[src/logic/cbi_pkg.sv]
/*
 Package for the control bus command interface: bridge and bus carriers,
 command decode constants, program-interface offsets and timing counts.
 Assumes a single 10 MHz system clock shared by all users.
*/
package cbi_pkg;
   // Clock and timing
   localparam int CLK_PERIOD_NS = 100;
   localparam int IRQ_PULSE_CYC = 2;
   localparam int RD_LAT_CYC = 1;

   // Command address fields
   localparam int CMD_NIB_HI = 11;
   localparam int CMD_NIB_LO = 8;
   localparam logic [3:0] NIB_SINGLE = 4'h0;
   localparam logic [3:0] NIB_BURST_WR = 4'h1;
   localparam logic [3:0] NIB_FIRE = 4'h4;
   localparam logic [3:0] NIB_RD16 = 4'h4;
   localparam logic [3:0] NIB_RD64 = 4'h8;
   localparam logic [3:0] NIB_RD128 = 4'hc;
   localparam logic [11:0] FIRE_ADDR = 12'h400;
   localparam logic [7:0] LEN_RD16 = 8'h10;
   localparam logic [7:0] LEN_RD64 = 8'h40;
   localparam logic [7:0] LEN_RD128 = 8'h80;

   // Program interface registers
   localparam logic [11:0] OFS_IF_ENABLE = 12'h000;
   localparam logic [11:0] OFS_IRQ_ENABLE = 12'h100;
   localparam int BIT_LO_VAL = 0;
   localparam int BIT_LO_MSK = 1;
   localparam int BIT_HI_VAL = 2;
   localparam int BIT_HI_MSK = 3;
   localparam logic RST_ENABLE = 1'b0;

   // Predefined writes launched by the interrupt requests
   localparam logic [7:0] IRQ_AGC_ADDR = 8'h00;
   localparam logic [15:0] IRQ_AGC_DATA = 16'h0000;
   localparam logic [7:0] IRQ_SP_ADDR = 8'h01;
   localparam logic [15:0] IRQ_SP_DATA = 16'h0000;

   typedef struct packed {
      logic rd;
      logic wr;
      logic [11:0] addr;
      logic [31:0] wdata;
   } cbi_req_t;

   typedef struct packed {
      logic en;
      logic oe;
      logic [7:0] addr;
      logic [15:0] dout;
   } cbi_bus_t;

   typedef enum logic [5:0] {
      ST_IDLE = 6'b00_0001,
      ST_WR = 6'b00_0010,
      ST_BW = 6'b00_0100,
      ST_RD = 6'b00_1000,
      ST_CAP = 6'b01_0000,
      ST_PUSH = 6'b10_0000
   } cbi_state_t;
endpackage : cbi_pkg

[src/logic/cbi_top.sv]
/*
 Control bus command interface with its program interface: decodes bridge
 commands into single and burst accesses on the sensing chip control bus,
 keeps the interface and interrupt-handling enables, and launches fixed
 writes on interrupt edges.
 Assumes bridge strobes are one-cycle pulses synchronous to clk_sys, the
 host-to-board FIFO shows its head word while not empty, and all pins are
 synchronous to clk_sys.
*/
// How it works
// - Write at 0x0zz performs one bus write to register zz.
// - Single write data is the low 16 bits of the bridge word.
// - Read at 0x0zz reads register zz and returns it on the bridge.
// - Burst write starts at zz and steps the address after each word.
// - Write at 0x1zz starts a burst write from FIFO, data ignored.
// - Nibble 4, 8, c reads 16, 64, 128 registers from zz.
// - Read-burst words go into the board-to-host FIFO.
// - Any write to 0x400 pulses the configuration trigger.
// - Either interrupt request launches a fixed bus write by itself.
// - Program write at 0x000 sets host and front-end enables.
// - An enable changes only when its mask bit is one.
// - Program write at 0x100 sets gain and processor interrupt enables.
// - Enabled gain interrupt rising edge gives a two-cycle request pulse.
// - Bridge has 12-bit address, split 32-bit data, read/write strobes.
// - Ready acknowledges each taken transaction for one cycle.
// - Device drives bus address and enable; data bus is two-way.
`timescale 1ns/1ps
module cbi_top import cbi_pkg::*; (
   // Clock and reset
   input wire logic clk_sys,
   input wire logic resetn,
   // Command bridge
   input wire cbi_req_t cmd_req,
   output logic [31:0] cmd_rdata,
   output logic cmd_ready,
   // Program bridge
   input wire cbi_req_t prg_req,
   output logic [31:0] prg_rdata,
   output logic prg_ready,
   // Host-to-board FIFO
   input wire logic [31:0] h2b_data,
   input wire logic h2b_empty,
   output logic h2b_rd,
   // Board-to-host FIFO
   output logic [31:0] b2h_data,
   input wire logic b2h_full,
   output logic b2h_wr,
   // Control bus
   output cbi_bus_t cb_out,
   input wire logic [15:0] cb_din,
   // Enables, trigger and interrupt pins
   output logic host_if_en,
   output logic fe_if_en,
   output logic fire_config,
   input wire logic agc_irq_pin,
   input wire logic sp_irq_pin
);
   function automatic logic [7:0] read_len(input logic [3:0] nib);
      unique case (nib)
         NIB_RD16: read_len = LEN_RD16;
         NIB_RD64: read_len = LEN_RD64;
         NIB_RD128: read_len = LEN_RD128;
         default: read_len = 8'h00;
      endcase
   endfunction : read_len

   function automatic logic masked(input logic old, input logic val, input logic msk);
      masked = msk ? val : old;
   endfunction : masked

   cbi_state_t state_reg;
   logic [7:0] addr_reg;
   logic [15:0] wdata_reg;
   logic [15:0] cap_reg;
   logic [7:0] rem_reg;
   logic burst_reg;
   logic rburst_reg;
   logic cmd_ready_reg;
   logic [31:0] cmd_rdata_reg;
   logic fire_reg;
   logic host_en_reg;
   logic fe_en_reg;
   logic agc_en_reg;
   logic sp_en_reg;
   logic prg_ready_reg;
   logic agc_prev_reg;
   logic sp_prev_reg;
   logic [1:0] agc_cnt_reg;
   logic [1:0] sp_cnt_reg;
   logic agc_req_prev_reg;
   logic sp_req_prev_reg;
   logic agc_pend_reg;
   logic sp_pend_reg;
   logic agc_req;
   logic sp_req;
   logic [3:0] nib;
   logic take_cmd;
   logic take_irq;
   logic buf_in_ready;
   logic buf_in_valid;
   logic buf_out_valid;
   logic [15:0] buf_out_data;

   assign nib = cmd_req.addr[CMD_NIB_HI:CMD_NIB_LO];
   // Host commands win; interrupt writes wait as pending flags
   assign take_cmd = (state_reg == ST_IDLE) && (cmd_req.rd || cmd_req.wr);
   assign take_irq = (state_reg == ST_IDLE) && !take_cmd && (agc_pend_reg || sp_pend_reg);

   assign cmd_ready = cmd_ready_reg;
   assign cmd_rdata = cmd_rdata_reg;
   assign prg_ready = prg_ready_reg;
   assign prg_rdata = {28'h000_0000, sp_en_reg, agc_en_reg, fe_en_reg, host_en_reg};
   assign fire_config = fire_reg;
   assign host_if_en = host_en_reg;
   assign fe_if_en = fe_en_reg;

   // Bus driven only by this device; data drive only during writes
   assign cb_out.en = (state_reg == ST_WR) || (state_reg == ST_RD);
   assign cb_out.oe = (state_reg == ST_WR);
   assign cb_out.addr = addr_reg;
   assign cb_out.dout = wdata_reg;

   // Pop head word when a burst write takes it
   assign h2b_rd = (state_reg == ST_BW) && !h2b_empty;
   assign buf_in_valid = (state_reg == ST_PUSH);
   assign b2h_wr = buf_out_valid && !b2h_full;
   assign b2h_data = {16'h0000, buf_out_data};

   // Command sequencer
   always_ff @(posedge clk_sys or negedge resetn) begin
      if (!resetn) begin
         state_reg <= ST_IDLE;
         addr_reg <= 8'h00;
         wdata_reg <= 16'h0000;
         rem_reg <= 8'h00;
         burst_reg <= 1'b0;
         rburst_reg <= 1'b0;
      end else begin
         unique case (state_reg)
            ST_IDLE: begin
               if (take_cmd && cmd_req.wr && nib == NIB_SINGLE) begin
                  addr_reg <= cmd_req.addr[7:0];
                  wdata_reg <= cmd_req.wdata[15:0];
                  burst_reg <= 1'b0;
                  state_reg <= ST_WR;
               end else if (take_cmd && cmd_req.wr && nib == NIB_BURST_WR) begin
                  addr_reg <= cmd_req.addr[7:0];
                  burst_reg <= 1'b1;
                  state_reg <= ST_BW;
               end else if (take_cmd && cmd_req.rd && nib == NIB_SINGLE) begin
                  addr_reg <= cmd_req.addr[7:0];
                  rburst_reg <= 1'b0;
                  state_reg <= ST_RD;
               end else if (take_cmd && cmd_req.rd && read_len(nib) != 8'h00) begin
                  addr_reg <= cmd_req.addr[7:0];
                  rem_reg <= read_len(nib);
                  rburst_reg <= 1'b1;
                  state_reg <= ST_RD;
               end else if (take_irq) begin
                  addr_reg <= agc_pend_reg ? IRQ_AGC_ADDR : IRQ_SP_ADDR;
                  wdata_reg <= agc_pend_reg ? IRQ_AGC_DATA : IRQ_SP_DATA;
                  burst_reg <= 1'b0;
                  state_reg <= ST_WR;
               end
            end
            ST_WR: begin
               if (burst_reg) begin
                  addr_reg <= addr_reg + 8'h01;
                  state_reg <= ST_BW;
               end else begin
                  state_reg <= ST_IDLE;
               end
            end
            ST_BW: begin
               // Burst write ends when the preloaded FIFO runs dry
               if (h2b_empty) begin
                  burst_reg <= 1'b0;
                  state_reg <= ST_IDLE;
               end else begin
                  wdata_reg <= h2b_data[15:0];
                  state_reg <= ST_WR;
               end
            end
            ST_RD: state_reg <= ST_CAP;
            ST_CAP: state_reg <= rburst_reg ? ST_PUSH : ST_IDLE;
            ST_PUSH: begin
               if (buf_in_ready) begin
                  addr_reg <= addr_reg + 8'h01;
                  rem_reg <= rem_reg - 8'h01;
                  state_reg <= (rem_reg == 8'h01) ? ST_IDLE : ST_RD;
               end
            end
         endcase
      end
   end

   // Read capture one cycle after the enable
   always_ff @(posedge clk_sys or negedge resetn) begin
      if (!resetn) begin
         cap_reg <= 16'h0000;
      end else if (state_reg == ST_CAP) begin
         cap_reg <= cb_din;
      end
   end

   // Command acknowledge and single-read return
   always_ff @(posedge clk_sys or negedge resetn) begin
      if (!resetn) begin
         cmd_ready_reg <= 1'b0;
         cmd_rdata_reg <= 32'h0000_0000;
      end else begin
         cmd_ready_reg <= 1'b0;
         if (take_cmd && (cmd_req.wr || nib != NIB_SINGLE)) begin
            cmd_ready_reg <= 1'b1;
         end
         if (state_reg == ST_CAP && !rburst_reg) begin
            cmd_rdata_reg <= {16'h0000, cb_din};
            cmd_ready_reg <= 1'b1;
         end
      end
   end

   // Configuration trigger
   always_ff @(posedge clk_sys or negedge resetn) begin
      if (!resetn) begin
         fire_reg <= 1'b0;
      end else begin
         fire_reg <= take_cmd && cmd_req.wr && cmd_req.addr == FIRE_ADDR;
      end
   end

   // Program interface enables
   always_ff @(posedge clk_sys or negedge resetn) begin
      if (!resetn) begin
         host_en_reg <= RST_ENABLE;
         fe_en_reg <= RST_ENABLE;
         agc_en_reg <= RST_ENABLE;
         sp_en_reg <= RST_ENABLE;
         prg_ready_reg <= 1'b0;
      end else begin
         prg_ready_reg <= prg_req.wr || prg_req.rd;
         if (prg_req.wr && prg_req.addr == OFS_IF_ENABLE) begin
            host_en_reg <= masked(host_en_reg, prg_req.wdata[BIT_LO_VAL],
                                  prg_req.wdata[BIT_LO_MSK]);
            fe_en_reg <= masked(fe_en_reg, prg_req.wdata[BIT_HI_VAL],
                                prg_req.wdata[BIT_HI_MSK]);
         end
         if (prg_req.wr && prg_req.addr == OFS_IRQ_ENABLE) begin
            agc_en_reg <= masked(agc_en_reg, prg_req.wdata[BIT_LO_VAL],
                                 prg_req.wdata[BIT_LO_MSK]);
            sp_en_reg <= masked(sp_en_reg, prg_req.wdata[BIT_HI_VAL],
                                prg_req.wdata[BIT_HI_MSK]);
         end
      end
   end

   // Interrupt edge detection and two-cycle request pulses
   always_ff @(posedge clk_sys or negedge resetn) begin
      if (!resetn) begin
         agc_prev_reg <= 1'b0;
         sp_prev_reg <= 1'b0;
         agc_cnt_reg <= 2'd0;
         sp_cnt_reg <= 2'd0;
      end else begin
         agc_prev_reg <= agc_irq_pin;
         sp_prev_reg <= sp_irq_pin;
         if (agc_en_reg && agc_irq_pin && !agc_prev_reg) begin
            agc_cnt_reg <= 2'(IRQ_PULSE_CYC);
         end else if (agc_cnt_reg != 2'd0) begin
            agc_cnt_reg <= agc_cnt_reg - 2'd1;
         end
         if (sp_en_reg && sp_irq_pin && !sp_prev_reg) begin
            sp_cnt_reg <= 2'(IRQ_PULSE_CYC);
         end else if (sp_cnt_reg != 2'd0) begin
            sp_cnt_reg <= sp_cnt_reg - 2'd1;
         end
      end
   end

   assign agc_req = (agc_cnt_reg != 2'd0);
   assign sp_req = (sp_cnt_reg != 2'd0);

   // Pending interrupt writes; a new request wins over the clear
   always_ff @(posedge clk_sys or negedge resetn) begin
      if (!resetn) begin
         agc_req_prev_reg <= 1'b0;
         sp_req_prev_reg <= 1'b0;
         agc_pend_reg <= 1'b0;
         sp_pend_reg <= 1'b0;
      end else begin
         agc_req_prev_reg <= agc_req;
         sp_req_prev_reg <= sp_req;
         if (agc_req && !agc_req_prev_reg) begin
            agc_pend_reg <= 1'b1;
         end else if (take_irq && agc_pend_reg) begin
            agc_pend_reg <= 1'b0;
         end
         if (sp_req && !sp_req_prev_reg) begin
            sp_pend_reg <= 1'b1;
         end else if (take_irq && !agc_pend_reg) begin
            sp_pend_reg <= 1'b0;
         end
      end
   end

   cbi_buf2 u_buf (
      .clk_sys(clk_sys),
      .resetn(resetn),
      .in_valid(buf_in_valid),
      .in_ready(buf_in_ready),
      .in_data(cap_reg),
      .out_valid(buf_out_valid),
      .out_ready(!b2h_full),
      .out_data(buf_out_data)
   );

   a_ready_one_cycle: assert property (
      @(posedge clk_sys) disable iff (!resetn) cmd_ready |=> !cmd_ready)
      else $error("command ready longer than one cycle");

   a_single_write: assert property (
      @(posedge clk_sys) disable iff (!resetn)
      take_cmd && cmd_req.wr && nib == NIB_SINGLE |=> cb_out.en && cb_out.oe
      && cb_out.addr == $past(cmd_req.addr[7:0]) && cb_out.dout == $past(cmd_req.wdata[15:0]))
      else $error("single write not driven on bus");

   a_single_read: assert property (
      @(posedge clk_sys) disable iff (!resetn)
      take_cmd && cmd_req.rd && nib == NIB_SINGLE |=> cb_out.en && !cb_out.oe ##2 cmd_ready)
      else $error("single read not returned in time");

   a_burst_step: assert property (
      @(posedge clk_sys) disable iff (!resetn)
      state_reg == ST_WR && burst_reg |=> addr_reg == $past(addr_reg) + 8'h01)
      else $error("burst address did not step");

   a_rd_len: assert property (
      @(posedge clk_sys) disable iff (!resetn)
      take_cmd && cmd_req.rd && nib == NIB_RD64 |=> rem_reg == LEN_RD64)
      else $error("read burst length wrong");

   a_fire_pulse: assert property (
      @(posedge clk_sys) disable iff (!resetn)
      take_cmd && cmd_req.wr && cmd_req.addr == FIRE_ADDR |=> fire_config ##1 !fire_config)
      else $error("trigger pulse wrong");

   a_en_hold: assert property (
      @(posedge clk_sys) disable iff (!resetn)
      prg_req.wr && prg_req.addr == OFS_IF_ENABLE && !prg_req.wdata[BIT_LO_MSK]
      |=> $stable(host_if_en))
      else $error("host enable changed without mask");

   a_agc_pulse: assert property (
      @(posedge clk_sys) disable iff (!resetn)
      agc_en_reg && $rose(agc_irq_pin) |=> agc_req [*2])
      else $error("gain request pulse not two cycles");

   a_sp_pulse: assert property (
      @(posedge clk_sys) disable iff (!resetn)
      sp_en_reg && $rose(sp_irq_pin) |=> sp_req [*2])
      else $error("processor request pulse not two cycles");

   a_irq_launch: assert property (
      @(posedge clk_sys) disable iff (!resetn)
      take_irq && agc_pend_reg |=> cb_out.en && cb_out.oe && cb_out.addr == IRQ_AGC_ADDR)
      else $error("interrupt write not launched");
endmodule : cbi_top

[src/logic/cbi_buf2.sv]
/*
 Two-entry buffer with valid/ready on both sides for read-burst words.
 Assumes the drain side may stall at any time; nothing is dropped.
*/
`timescale 1ns/1ps
module cbi_buf2 import cbi_pkg::*; (
   // Clock and reset
   input wire logic clk_sys,
   input wire logic resetn,
   // Fill side
   input wire logic in_valid,
   output logic in_ready,
   input wire logic [15:0] in_data,
   // Drain side
   output logic out_valid,
   input wire logic out_ready,
   output logic [15:0] out_data
);
   logic [15:0] mem_reg [2];
   logic wp_reg;
   logic rp_reg;
   logic [1:0] cnt_reg;
   logic push;
   logic pop;

   assign in_ready = (cnt_reg != 2'd2);
   assign out_valid = (cnt_reg != 2'd0);
   assign out_data = mem_reg[rp_reg];
   assign push = in_valid && in_ready;
   assign pop = out_valid && out_ready;

   always_ff @(posedge clk_sys or negedge resetn) begin
      if (!resetn) begin
         wp_reg <= 1'b0;
         rp_reg <= 1'b0;
         cnt_reg <= 2'd0;
      end else begin
         if (push) wp_reg <= ~wp_reg;
         if (pop) rp_reg <= ~rp_reg;
         cnt_reg <= cnt_reg + 2'(push) - 2'(pop);
      end
   end

   always_ff @(posedge clk_sys) begin
      if (push) mem_reg[wp_reg] <= in_data;
   end

   a_buf_no_over: assert property (@(posedge clk_sys) disable iff (!resetn)
      cnt_reg == 2'd2 && !pop |=> cnt_reg == 2'd2) else $error("buffer lost an entry");
endmodule : cbi_buf2

[config.mk]
export PLATFORM = sky130hd
export DESIGN_NAME = cbi_top
export DESIGN_NICKNAME = d
export VERILOG_FILES = /design/src/logic/cbi_pkg.sv /design/src/logic/cbi_top.sv /design/src/logic/cbi_buf2.sv
export SDC_FILE = /design/constraint.sdc
export NUM_CORES = 1
export LEC_CHECK = 0
export ABC_AREA = 1
export BUFFER_PORTS_ARGS = -buffer_cell sky130_fd_sc_hd__buf_4
export CAP_MARGIN = 20
export CORE_ASPECT_RATIO = 1.5
export CORE_MARGIN = 5
export CORE_UTILIZATION = 45
export DETAILED_ROUTE_END_ITERATION = 7
export PLACE_DENSITY = 0.83
export SKIP_CTS_REPAIR_TIMING = 1
export SYNTH_ARGS = -nofsm -noshare
export SYNTH_HDL_FRONTEND = slang
export SYNTH_SLANG_ARGS = --single-unit
[constraint.sdc]
create_clock -name clk_sys -period 3.4 [get_ports clk_sys]
set_input_delay 0.17 -clock clk_sys [delete_from_list [all_inputs] [get_ports clk_sys]]
set_output_delay 0.17 -clock clk_sys [all_outputs]
set_load 0.05 [all_outputs]
=== Word-level counts from Yosys, hierarchy flattened ===
Memories as Yosys holds them, arrays and structs flattened.
Cells that the tools add are included.

* Bits of input ports: 146
* Output and inout bits: 129
* RAM bits: 32
* Memories kept: 1
* Flip-flop bits (word level): 93
* Word-level logic and storage cells: 190

* Eq/ne operators: 30
* Muxes and demuxes: 59
* Reductions and logical operators: 64
* Add/subtract/negate cells: 6
* Bitwise logic cells: 4

{| class="wikitable"
|+ Memories
! name !! depth !! bits a word !! rd ports !! clocked after Yosys merged registers in !! wr ports !! line !! RTL
|-
| u_buf.mem_reg || 2 || 16 || 1 || 0 || 1 || cbi_buf2.sv:19 || <nowiki>logic [15:0] mem_reg [2];</nowiki>
|}

{| class="wikitable"
|+ Operator list
! kind !! count
|-
| $mux 8 || 16
|-
| $mux 16 || 6
|-
| $pmux 8 s3 || 2
|-
| $mux 6 || 7
|-
| $pmux 6 s6 || 1
|-
| $pmux 16 s2 || 1
|-
| $logic_and 1x1->1 || 25
|-
| $reduce_bool 2->1 || 10
|-
| $mux 1 || 17
|-
| $pmux 8 s2 || 1
|-
| $ne 2x2->1 const B || 7
|-
| $eq 12x11->1 const B || 1
|-
| $eq 12x9->1 const B || 1
|-
| $logic_not 12->1 || 1
|-
| $reduce_and 6->1 || 2
|-
| $mux 2 || 5
|-
| $reduce_and 2->1 || 5
|-
| $logic_not 1->1 || 9
|-
| $ne 3x3->1 const B || 3
|-
| $add 8x1->8 const B || 1
|-
| $eq 4x4->1 const B || 2
|-
| $eq 8x1->1 const B || 1
|-
| $ne 4x4->1 const B || 2
|-
| $reduce_and 4->1 || 2
|-
| other kinds (26) || 35
|}

=== Longest topological paths before layout ===
Gate-level depths: netlist of run 1.

* Word-level depth: 15
* Mapped depth: 11
* Depth with buffers taken out: 10

=== Hierarchy ===
A second synthesis of run 1 with hierarchy kept.

* Cells, all modules: 736
* Area, all modules: 6348.6 sq um

{| class="wikitable"
|+ Modules (own cells, without submodules)
! module !! area an instance (sq um) !! seq. area each (sq um) !! instances !! cells an instance
|-
| cbi_top || 4921.0 || 2228.4 || 1 || 621
|-
| cbi_buf2 || 1427.6 || 1061.0 || 1 || 115
|}

=== Worst setup path before layout of run 1 ===
OpenSTA, ideal clock, no wires.

* Path kind: flip-flop to flip-flop
* Start point: register state_reg[1]
* End point: memory u_buf.mem_reg[1][0] (enable)
* Stages on the path, launching flop included: 6
* Setup time: 0.390 ns
* Data required time: 3.010 ns
* Data arrival time: 1.792 ns
* Clock period less this slack: 2.182 ns
* Buffers on the path: 0
* Setup slack: 1.218 ns
* Path through: dfrtp_1 nor2_2 nand3_4 a21oi_1 inv_1 nor2_1

* Longest elaborated chain between the ends: 4

{| class="wikitable"
|+ Ends and longest elaborated chain
! item !! line !! RTL
|-
| from (decl) || cbi_top.sv:71 || <nowiki>cbi_state_t state_reg;</nowiki>
|-
| from (signal assigned) || cbi_top.sv:185 || <nowiki>ST_CAP: state_reg <= rburst_reg ? ST_PUSH : ST_IDLE;</nowiki>
|-
| from (signal assigned) || cbi_top.sv:190 || <nowiki>state_reg <= (rem_reg == 8'h01) ? ST_IDLE : ST_RD;</nowiki>
|-
| $eq 6x6->1 || cbi_top.sv:125 || <nowiki>assign buf_in_valid = (state_reg == ST_PUSH);</nowiki>
|-
| $logic_and 1x1->1 || cbi_buf2.sv:29 || <nowiki>assign push = in_valid && in_ready;</nowiki>
|-
| named net u_buf.push || cbi_buf2.sv:23 || <nowiki>logic push;</nowiki>
|-
| $mux 1 || cbi_buf2.sv:45 || <nowiki>if (push) mem_reg[wp_reg] <= in_data;</nowiki>
|-
| $mux 1 (implied by the code) || cbi_buf2.sv:45 ||
|-
| to (decl) || cbi_buf2.sv:19 ||
|}

The timed path passes the listed nets, and every way through them passes these cells.

=== Worst setup path after layout of run 1 ===
* Start point: register state_reg[1]
* End point: memory u_buf.mem_reg[1][9] (enable)

Same word-level chain as after synthesis.

==> results of run 1 <==
-- cells in the mapped netlist (4+ instances only) --
cell type,n,share of area (%)
edfxtp_1,32,15
a21oi_1,6,0.47
nand4_1,6,0.59
buf_2,5,0.39
clkbuf_1,9,0.53
nand3_1,44,3.5
nand2_2,4,0.39
o21ai_2,7,0.97
nor2_1,45,2.7
ha_1,7,1.4
nand3_2,4,0.63
o21ai_1,17,1.3
buf_4,65,7.7
nor3_1,6,0.47
inv_1,84,5.0
o21ai_0,50,3.9
nand2_1,199,12
dfrtp_1,92,36
nor2_4,6,1.1
xor2_1,7,0.97
-- per-stage QoR --
| step | instances | area [µm²] | utilization (%) | hold slack (ns) |
|---|---|---|---|---|
| 2_1_floorplan | 788 | 6568 | - | -0.1256 |
| 3_3_place_gp | 1030 | 7392 | 53.08 | 0.2568 |
| 3_5_place_dp | 1030 | 7392 | 53.08 | 0.2576 |
| 4_1_cts | 1062 | 8004 | 57.48 | -0.1798 |
| 5_1_grt | 1069 | 8074 | 57.98 | 0.04681 |
| 6_report | 1069 | 8074 | 57.98 | 0.04787 |
-- final cells by class --
| type | count | share of cell area, % |
|---|---|---|
| flip-flops and latches | 125 | 40.74 |
| repair buffers | 166 | 15.65 |
| clock buffers | 17 | 5.269 |
| well taps | 165 | 2.557 |
| clock inverters | 15 | 2.309 |
| multi-input cells | 493 | 29.37 |
| inverters | 88 | 4.107 |
-- power by group through the flow --
stage                     clock network, mW  registers, mW  logic [mW]
after global placement                    0           2.13        2.65
after global routing                   1.96           2.17        2.93
after detailed placement                  0           2.15        2.70
after floorplan                           0           2.65        1.50
final                                  1.85           2.14        2.70
after CTS                              1.89           2.13        2.71
-- worst max-delay path, stage by stage (launching register included) --
cell	delay (ns)
dfrtp_1	0.40
nor2_2	0.21
nand3_4	0.19
a21oi_1	0.34
inv_1	0.17
nor2_2	0.72
-- cells by family after synthesis --
family	Yosys count
AND/OR/NAND/NOR	327
buffers and inverters	170
flip-flops	125
AO/OA/AOI/OAI	87
XOR/XNOR	10
adder cells (fa/ha/maj)	7
multiplexers	2
other	1
-- worst paths after layout --
check / from / end / slack [ns] / cells past startpoint
worst min register to register: sp_req_prev_reg / sp_pend_reg / 0.43 / 1
worst max-delay path: state_reg[1] / u_buf.mem_reg[1][9] / 0.97 / 5
min in group asynchronous: resetn / wdata_reg[0] / 0.36 / 2
worst min-delay path: cb_din[7] / cmd_rdata[7] / 0.05 / 3
max in group asynchronous: resetn / state_reg[0] / 2.22 / 3
worst max register to register: state_reg[1] / u_buf.mem_reg[1][9] / 0.97 / 5
-- layer usage --
metal / up-vias / track usage [%] / share of wire [%] / wire (µm)
met5: - / 0 / 0 / 0
met4: 0 / 9.141 / 2.7 / 391
met3: 27 / 4.027 / 6.4 / 937
met2: 191 / 31.29 / 53 / 7693
met1: 2358 / 19.09 / 38 / 5515
li1: 2524 / - / - / -
==> impl_results.md, run 1 <==
- Status: complete, no violations
- Dominant synthesized flop cell: dfrtp_1
- Number of core rows: 53
- # fillers: between 1000 and 1500
- Most frequent cells in the layout: nand2_1 (199), buf_4 (159), dfrtp_1 (92)
- Reg power frac: between 30% and 40%
- Ant. Diodes: 0
- Global route overflow: 0
- Clock root cell: clkbuf_16
- Final setup vio count: 0
- CTS tree: yes
- Post-synthesis simple-gate area fraction: between 20% and 30%
- Total power: around 6.7 mW
- Starting Density: 45.57%
- Initial antenna violation count: 0
- Most common cell after layout, fill and taps aside: nand2_1
- Internal power: about 3.8 mW
- Fin. max-slew vios: 0
- Post-synthesis compound-gate area fraction: ~7.6%
- Synthesis warning total: 0
- Multi-input logic area: 0.002371 mm²
- Die area: 0.01663 mm²
- TritonCTS Sinks: roughly 130
- Clock Latency Late Sink: ~0.40 ns
- Residual DRC: 0
- Syn avg cell area: 8.705 µm²
- Core Region: 0.01393 mm²
- Worst EP required: ~3.4 ns
- Crit path arrival time: ~2.5 ns
- GPL Wtd Cong: approximately 0.88
- Drt wl/cell: 13.60 µm
- Max H-tree Level: 4
- Final setup margin: between 0.9 and 1 ns
- Share of post-route cells with drive strength above 1: approximately 25%
- Element type at the critical path end: flip-flop
- Area growth, synth to finish: 27.23%
- NumNets Final: ~1000
- Lkg Pwr: between 4 and 5 nW
- Asr flop ratio synth: 74.40%
- Dpl ws: between 0.9 and 1 ns
- Worst Skew: 0.01063 ns
- Tmin final: ~2.4 ns
- Rel. slew slack: around two fifths
- I/O Buffers: about 150
- # IOs: around 280
- Die height: about 160 µm
- Post-synth EDFFs: 32
- Maxcap violations: 0
- Hpwl dp: about 11000 µm
- Final WL: about 15000 µm
- ANT nets after route: 0
- First-pass detailed-route iteration total: 5
- Clk network pwr share: between 20 and 30%
- Multiplexer share of the synthesized area: less than 1%
- Max Fclk: 410.8 MHz
- Fin crit share: 71.60%
- TNS Setup: 0 ns
- Register clock-pin slew on the reported worst setup and hold paths: approximately 0.060 ns
- Seq cells post-synth: around 130
- Maximum net fanout on the critical path: 17
- Post-Syn Instances: about 730
- Peak supply drop: 0.6180 mV
- First DRT Iteration DRCs: around 240
- Type of the worst setup path: reg2reg
- Setup repair after global routing missed its margin: false
- Switching power: approximately 2.8 mW
- Synth Cell Area: between 0.006 and 0.007 mm²
- Final Hold Vio Count: 0
- FF+latch area: approximately 0.0033 mm²
- Clock Path Buffers: 2
- Combinational share of power: about 40%
- First-pass GRT wire length: 23160 µm
- GRT Total Usage: about 17%
- XOR/XNOR share of the synthesized area: 1.380%
- Via/cell ratio: around 4.8
- CTS buffer count: 17
- Netlist cell types: just over 40
- Net Sw Frac: about 42%
- Worst setup SP type: flip-flop
- Worst slew pin tran: 0.9108 ns
- Via count of the first global-routing pass: 5022
- DR vias: ~5000
- Post-synthesis adder-cell area fraction: 1.380%
- Worst Hold Class: in2reg
- Number of flip-flops in the largest register: 32
- Pin count of the biggest net entering global routing: 53
- Sequential area share after synthesis: between 50 and 60%
- Largest family of logic cells by synthesized area: simple AND/OR/NAND/NOR gates
- Die Width: between 100 and 150 µm
- Cell Pwr Density: slightly above 800 mW/mm²
Note: power is estimated with default switching activity, not from simulation.
==> inputs of run 2 (changes only) <==
==> constraint.sdc (replaced) <==
create_clock -name clk_sys -period 2.3 [get_ports clk_sys]
set_input_delay 0.115 -clock clk_sys [delete_from_list [all_inputs] [get_ports clk_sys]]
set_output_delay 0.115 -clock clk_sys [all_outputs]
set_load 0.05 [all_outputs]
==> run 2 against run 1 <==
Effect of this change:
- the run now ends with hold timing left
- sequential cell count did not move
- via count fell by 0.18%
- first-iteration DRC count rose by 22%
- clock power rose by 49%
- worst hold slack got worse by 0.056 ns
- die area did not move
- utilization rose by 0.49 points
- critical path depth rose by 4
- register-to-register slack got worse by 0.74 ns
- global-route usage rose by 0.26 points
- highest routed layer unchanged
==> impl_results.md, run 2 (same netlist as run 1, synthesis figures left out) <==
- Status: complete, but fails checks
- Violated checks: hold timing
- Residual DRC: 0 (unchanged)
- Clock Latency Late Sink: 0.41 ns (about the same)
- Final setup vio count: 0 (unchanged)
- Fin crit share: 90.40% (+19 points)
- ANT nets after route: 0 (unchanged)
- Fin. max-slew vios: 0 (unchanged)
- GRT Total Usage: 17.75% (+0.26 points)
- Number of core rows: 53 (unchanged)
- I/O Buffers: 154 (unchanged)
- Worst Hold Class: in2reg
- Register-to-Register Path Depth: 9 (+4)
- CTS tree: yes
- Die height: 155.4 µm (unchanged)
- Clock Path Buffers: 2 (unchanged)
- DP Cell Count: 1033 (+0.29%)
- Via/cell ratio: 4.736 (-0.73%)
- Maxcap violations: 0 (unchanged)
- R2r setup slk: 0.22 ns (-0.74 ns)
- Starting Density: 45.57% (unchanged)
- Clock root cell: clkbuf_16
- Total power: 9.917 mW (+48%)
- Hpwl dp: 10860 µm (+0.52%)
- Via count of the first global-routing pass: 4918 (-2.1%)
- Area growth, synth to finish: 28.29%
- Number of flip-flops in the largest register: 32 (unchanged)
- Initial antenna violation count: 0 (unchanged)
- Worst hold slack: -0.008112 ns (-0.05598 ns)
- Pin count of the biggest net entering global routing: 60 (+13%)
- CTS buffer count: 17 (unchanged)
- Maximum net fanout on the critical path: 32 (+15)
- # IOs: 275 (unchanged)
- NumNets Final: 1050 (+0.57%)
- Hold depth: 3 (unchanged)
- Core Region: 0.01393 mm² (unchanged)
- Worst Skew: 0.006857 ns (-0.003771 ns)
- Ant. Diodes: 0 (unchanged)
- Type of the worst setup path: reg2reg
- Element type at the critical path end: flip-flop
- R2R Path End: wdata_reg[1]
- TritonCTS Sinks: 125 (unchanged)
- Share of post-route cells with drive strength above 1: 25.38% (+0.053 points)
- Drt wl/cell: 13.49 µm (-0.82%)
- Rel. slew slack: 39.71% (+0.49 points)
- Lkg Pwr: 4.196 nW (+0.77%)
- Most common cell after layout, fill and taps aside: nand2_1
- Setup repair after global routing missed its margin: false
- Worst slew pin tran: 0.9034 ns (-0.007392 ns)
- Worst setup SP type: flip-flop
- DR vias: 5091 (-0.18%)
- Most frequent cells in the layout: nand2_1 (199), buf_4 (161), dfrtp_1 (92)
- Dpl cell area: 0.007427 mm² (+0.47%)
- Final instance area: 0.008142 mm² (+0.84%)
- First DRT Iteration DRCs: 290 (+22%)
- Final Hold Vio Count: 4 (+4)
- Tmin final: 2.079 ns (-0.3554 ns)
- Peak supply drop: 0.8898 mV (+44%)
- Crit path arrival time: 2.35 ns (-0.10 ns)
- Worst EP required: 2.57 ns (-0.85 ns)
- First-pass detailed-route iteration total: 4 (-1)
- Cell Pwr Density: 1218 mW/mm² (+47%)
- Final WL: 14500 µm (-0.27%)
- Min-delay src: cb_din[11]
- Hold Path End: cap_reg[11]
- GPL Wtd Cong: 0.8809 (-0.43%)
- Die Width: 107.0 µm (unchanged)
- Die area: 0.01663 mm² (unchanged)
- TNS Setup: 0 ns (unchanged)
- Max Fclk: 481.0 MHz (+17%)
- Non-filler cells, final: 1075 (+0.56%)
- Global route overflow: 0 (unchanged)
- Register clock-pin slew on the reported worst setup and hold paths: 0.06 ns (about the same)
- RR Startpoint: state_reg[0]
- Max H-tree Level: 4 (unchanged)
- First-pass GRT wire length: 23430 µm (+1.2%)
[run 2: cell count changes in the layout (fill, tap and decap cells not counted), sizes merged]
cell / before / now
clkinvlp: 1 / 2
dlygate4sd3: 7 / 10
clkinv: 8 / 7
buf: 159 / 162
[run 2: layout make-up]
cell class | count | area [µm²]
multi-input cells | 493 | 2371
clock buffers | 17 | 425.4
repair buffers | 172 | 1329
flip-flops and latches | 125 | 3289
clock inverters | 15 | 188.9
well taps | 165 | 206.4
inverters | 88 | 331.6
fillers | 1206 | 5784
[run 2: worst max-delay path by stage]
stage	start	endpoint
floorplan	state_reg[1]	u_buf.mem_reg[1][0]
global placement	state_reg[0]	wdata_reg[11]
detailed placement	state_reg[0]	wdata_reg[0]
CTS	state_reg[0]	wdata_reg[1]
global route	state_reg[0]	wdata_reg[1]
finish	state_reg[0]	wdata_reg[1]
[run 2: critical path, stage by stage (launching register included)]
cell	delay, ns
dfstp_2	0.56
inv_1	0.05
nor2_1	0.08
nand3_1	0.15
nor2_1	0.17
nand2_1	0.09
nand2_1	0.08
nand3_2	0.46
nand2_1	0.21
o21ai_1	0.09
[run 2: report_power, final]
part	total (mW)	internal [mW]	switching (mW)
clock network	2.76	1.72	1.04
registers	3.15	2.82	0.334
logic	4.00	1.16	2.85
[run 2: routing by layer]
layer  global-route usage (%)  vias to the layer above  routed length, µm
met3                    4.068                       33                966
li1                         -                     2531                  -
met5                        0                        -                  0
met1                    19.50                     2333               5346
met4                    7.739                        0                407
met2                    32.37                      194               7778
[run 2: stage by stage]
stage	worst slack (ns)	utilization (%)
6_report	0.2209	58.46
5_1_grt	0.03461	58.46
4_1_cts	0.2366	57.74
3_5_place_dp	0.2768	53.33
3_3_place_gp	0.3228	53.33
2_1_floorplan	0.1180	-
==> inputs of run 3 (changes only) <==
--- a/config.mk
+++ b/config.mk
@@ -10,10 +10,9 @@
 export CAP_MARGIN = 20
 export CORE_ASPECT_RATIO = 1.5
 export CORE_MARGIN = 5
-export CORE_UTILIZATION = 45
+export CORE_UTILIZATION = 25
 export DETAILED_ROUTE_END_ITERATION = 7
-export PLACE_DENSITY = 0.83
-export SKIP_CTS_REPAIR_TIMING = 1
+export PLACE_DENSITY = 0.55
 export SYNTH_ARGS = -nofsm -noshare
 export SYNTH_HDL_FRONTEND = slang
 export SYNTH_SLANG_ARGS = --single-unit
==> run 3 against run 2 <==
Effect of this change:
- the run now ends clean
- non-clock buffer count grew 22
- clock power grew 1%
- cell count grew 17%
- die area grew 73%
==> impl_results.md, run 3 (same netlist as run 1, synthesis figures left out) <==
- Fin. max-slew vios: 0 (unchanged)
- First-pass GRT wire length: 26140 µm (+12%)
- GPL Wtd Cong: 0.7584 (-14%)
- Die area: 0.02874 mm² (+73%)
- Number of core rows: 71 (+34%)
- Peak supply drop: 0.6500 mV (-27%)
- # IOs: 275 (unchanged)
- Final Hold Vio Count: 0 (-4)
- Worst Skew: 0.01225 ns (+0.005395 ns)
- Element type at the critical path end: flip-flop
- Via/cell ratio: 4.093 (-14%)
- TNS Setup: 0 ns (unchanged)
- Clock Latency Late Sink: 0.42 ns (about the same)
- Pin count of the biggest net entering global routing: 40 (-33%)
- Tmin final: 1.932 ns (-0.1474 ns)
- Most common cell after layout, fill and taps aside: nand2_1
- Status: complete, no violations
- Starting Density: 25.33% (-20 points)
- First DRT Iteration DRCs: 154 (-47%)
- Die height: 205.1 µm (+32%)
- DR vias: 5157 (+1.3%)
- Max H-tree Level: 4 (unchanged)
- Global route overflow: 0 (unchanged)
- Hpwl dp: 12450 µm (+15%)
- Rel. slew slack: 33.33% (-6.4 points)
- I/O Buffers: 154 (unchanged)
- Worst EP required: 2.62 ns (+0.05 ns)
- RR Startpoint: state_reg[0]
- Via count of the first global-routing pass: 5129 (+4.3%)
- Area growth, synth to finish: 34.80%
- CTS tree: yes
- First-pass detailed-route iteration total: 6 (+2)
- Die Width: 140.1 µm (+31%)
- DP Cell Count: 1200 (+16%)
- Maximum net fanout on the critical path: 2 (-94%)
- Clock root cell: clkbuf_16
- Post-CTS Setup Inserts: 0
- ANT nets after route: 0 (unchanged)
- Worst Hold Class: in2reg
- Worst setup SP type: input pin
- NumNets Final: 1072 (+2.1%)
- Critical Path Source: cmd_req[39]
- Non-filler cells, final: 1260 (+17%)
- Clock Path Buffers: 2 (unchanged)
- Initial antenna violation count: 0 (unchanged)
- Min-delay src: cb_din[2]
- Most frequent cells in the layout: nand2_1 (199), buf_4 (165), dfrtp_1 (92)
- Fin crit share: 83.99% (-6.4 points)
- Maxcap violations: 0 (unchanged)
- Drt wl/cell: 13.17 µm (-2.4%)
- TritonCTS Sinks: 125 (unchanged)
- Crit path arrival time: 2.26 ns (-0.09 ns)
- Worst slew pin tran: 0.9990 ns (+0.09553 ns)
- Number of flip-flops in the largest register: 32 (unchanged)
- Register clock-pin slew on the reported worst setup and hold paths: 0.06 ns (about the same)
- GRT Total Usage: 11.72% (-6.0 points)
- Ant. Diodes: 0 (unchanged)
- Core Region: 0.02505 mm² (+80%)
- Final setup vio count: 0 (unchanged)
- Lkg Pwr: 4.284 nW (+2.1%)
- Setup repair after global routing missed its margin: false
- Final WL: 16590 µm (+14%)
- CTS buffer count: 17 (unchanged)
- Max Fclk: 517.7 MHz (+7.6%)
- Residual DRC: 0 (unchanged)
- Share of post-route cells with drive strength above 1: 25.32% (-0.063 points)
- Cell Pwr Density: 1171 mW/mm² (-3.9%)
- Type of the worst setup path: in2reg
==> run 3: cell count changes in the layout (fill, tap and decap cells not counted), sizes merged <==
cell	change
buf	+4
clkinvlp	+1
clkinv	-1
dlygate4sd3	+18
==> run 3: cell type report <==
type	instances	area, µm²
clock buffer	17	425.4
clock inverter	15	187.7
fill	2661	16500
inverter	88	331.6
multi-input combinational	493	2371
sequential	125	3289
tap	328	410.4
timing repair buffer	194	1539
==> run 3: stage by stage <==
step	util (%)	worst slack (ns)	instance area (µm²)	hold WS, ns	total power, mW
finish	34.15	0.3683	8554	0.02272	10.01
global route	34.15	0.1772	8554	0.03011	10.64
CTS	34.15	0.3642	8554	0.003922	10.19
detailed placement	30.58	0.3965	7661	0.1445	7.286
global placement	30.58	0.4514	7661	0.1414	7.232
floorplan	-	0.1180	6568	-0.1806	6.143
==> run 3: worst paths after layout <==
| check | endpoint | slack, ns | depth (start not counted) |
|---|---|---|---|
| setup / recovery | fire_config | 0.37 | 7 |
| hold / removal | cap_reg[2] | 0.02 | 3 |
| setup reg to reg | wdata_reg[11] | 0.41 | 9 |
| hold reg to reg | agc_pend_reg | 0.41 | 1 |
| max in group asynchronous | wdata_reg[13] | 1.40 | 3 |
| min in group asynchronous | rem_reg[0] | 0.23 | 2 |
==> run 3: routing by layer <==
layer / GRT usage, % / up-vias / routed length [µm]
met2: 21.63 / 173 / 8932
met4: 4.917 / 0 / 393
li1: - / 2579 / -
met1: 11.96 / 2379 / 5938
met5: 0 / - / 0
met3: 4.017 / 26 / 1326
==> run 3: worst max-delay path, cell delays in order <==
cell and delay, ns:
dlygate4sd3_1 0.54, buf_4 0.14, nor2_1 0.08, dlygate4sd3_1 0.55, nand4_1 0.08, dlygate4sd3_1 0.56, nor3_1 0.19
==> run 3: report_power, final <==
group          switching (mW)  internal, mW
Sequential              0.321          2.82
Combinational            2.88          1.19
Clock                    1.08          1.72
Total                    4.28          5.73
==> run 3: repair_timing <==
action / CTS / global route
hold buffers: 28 / 0
resized for setup: 0 / 0
setup endpoints to repair: 0 / 0
hold endpoints to repair: 77 / 0
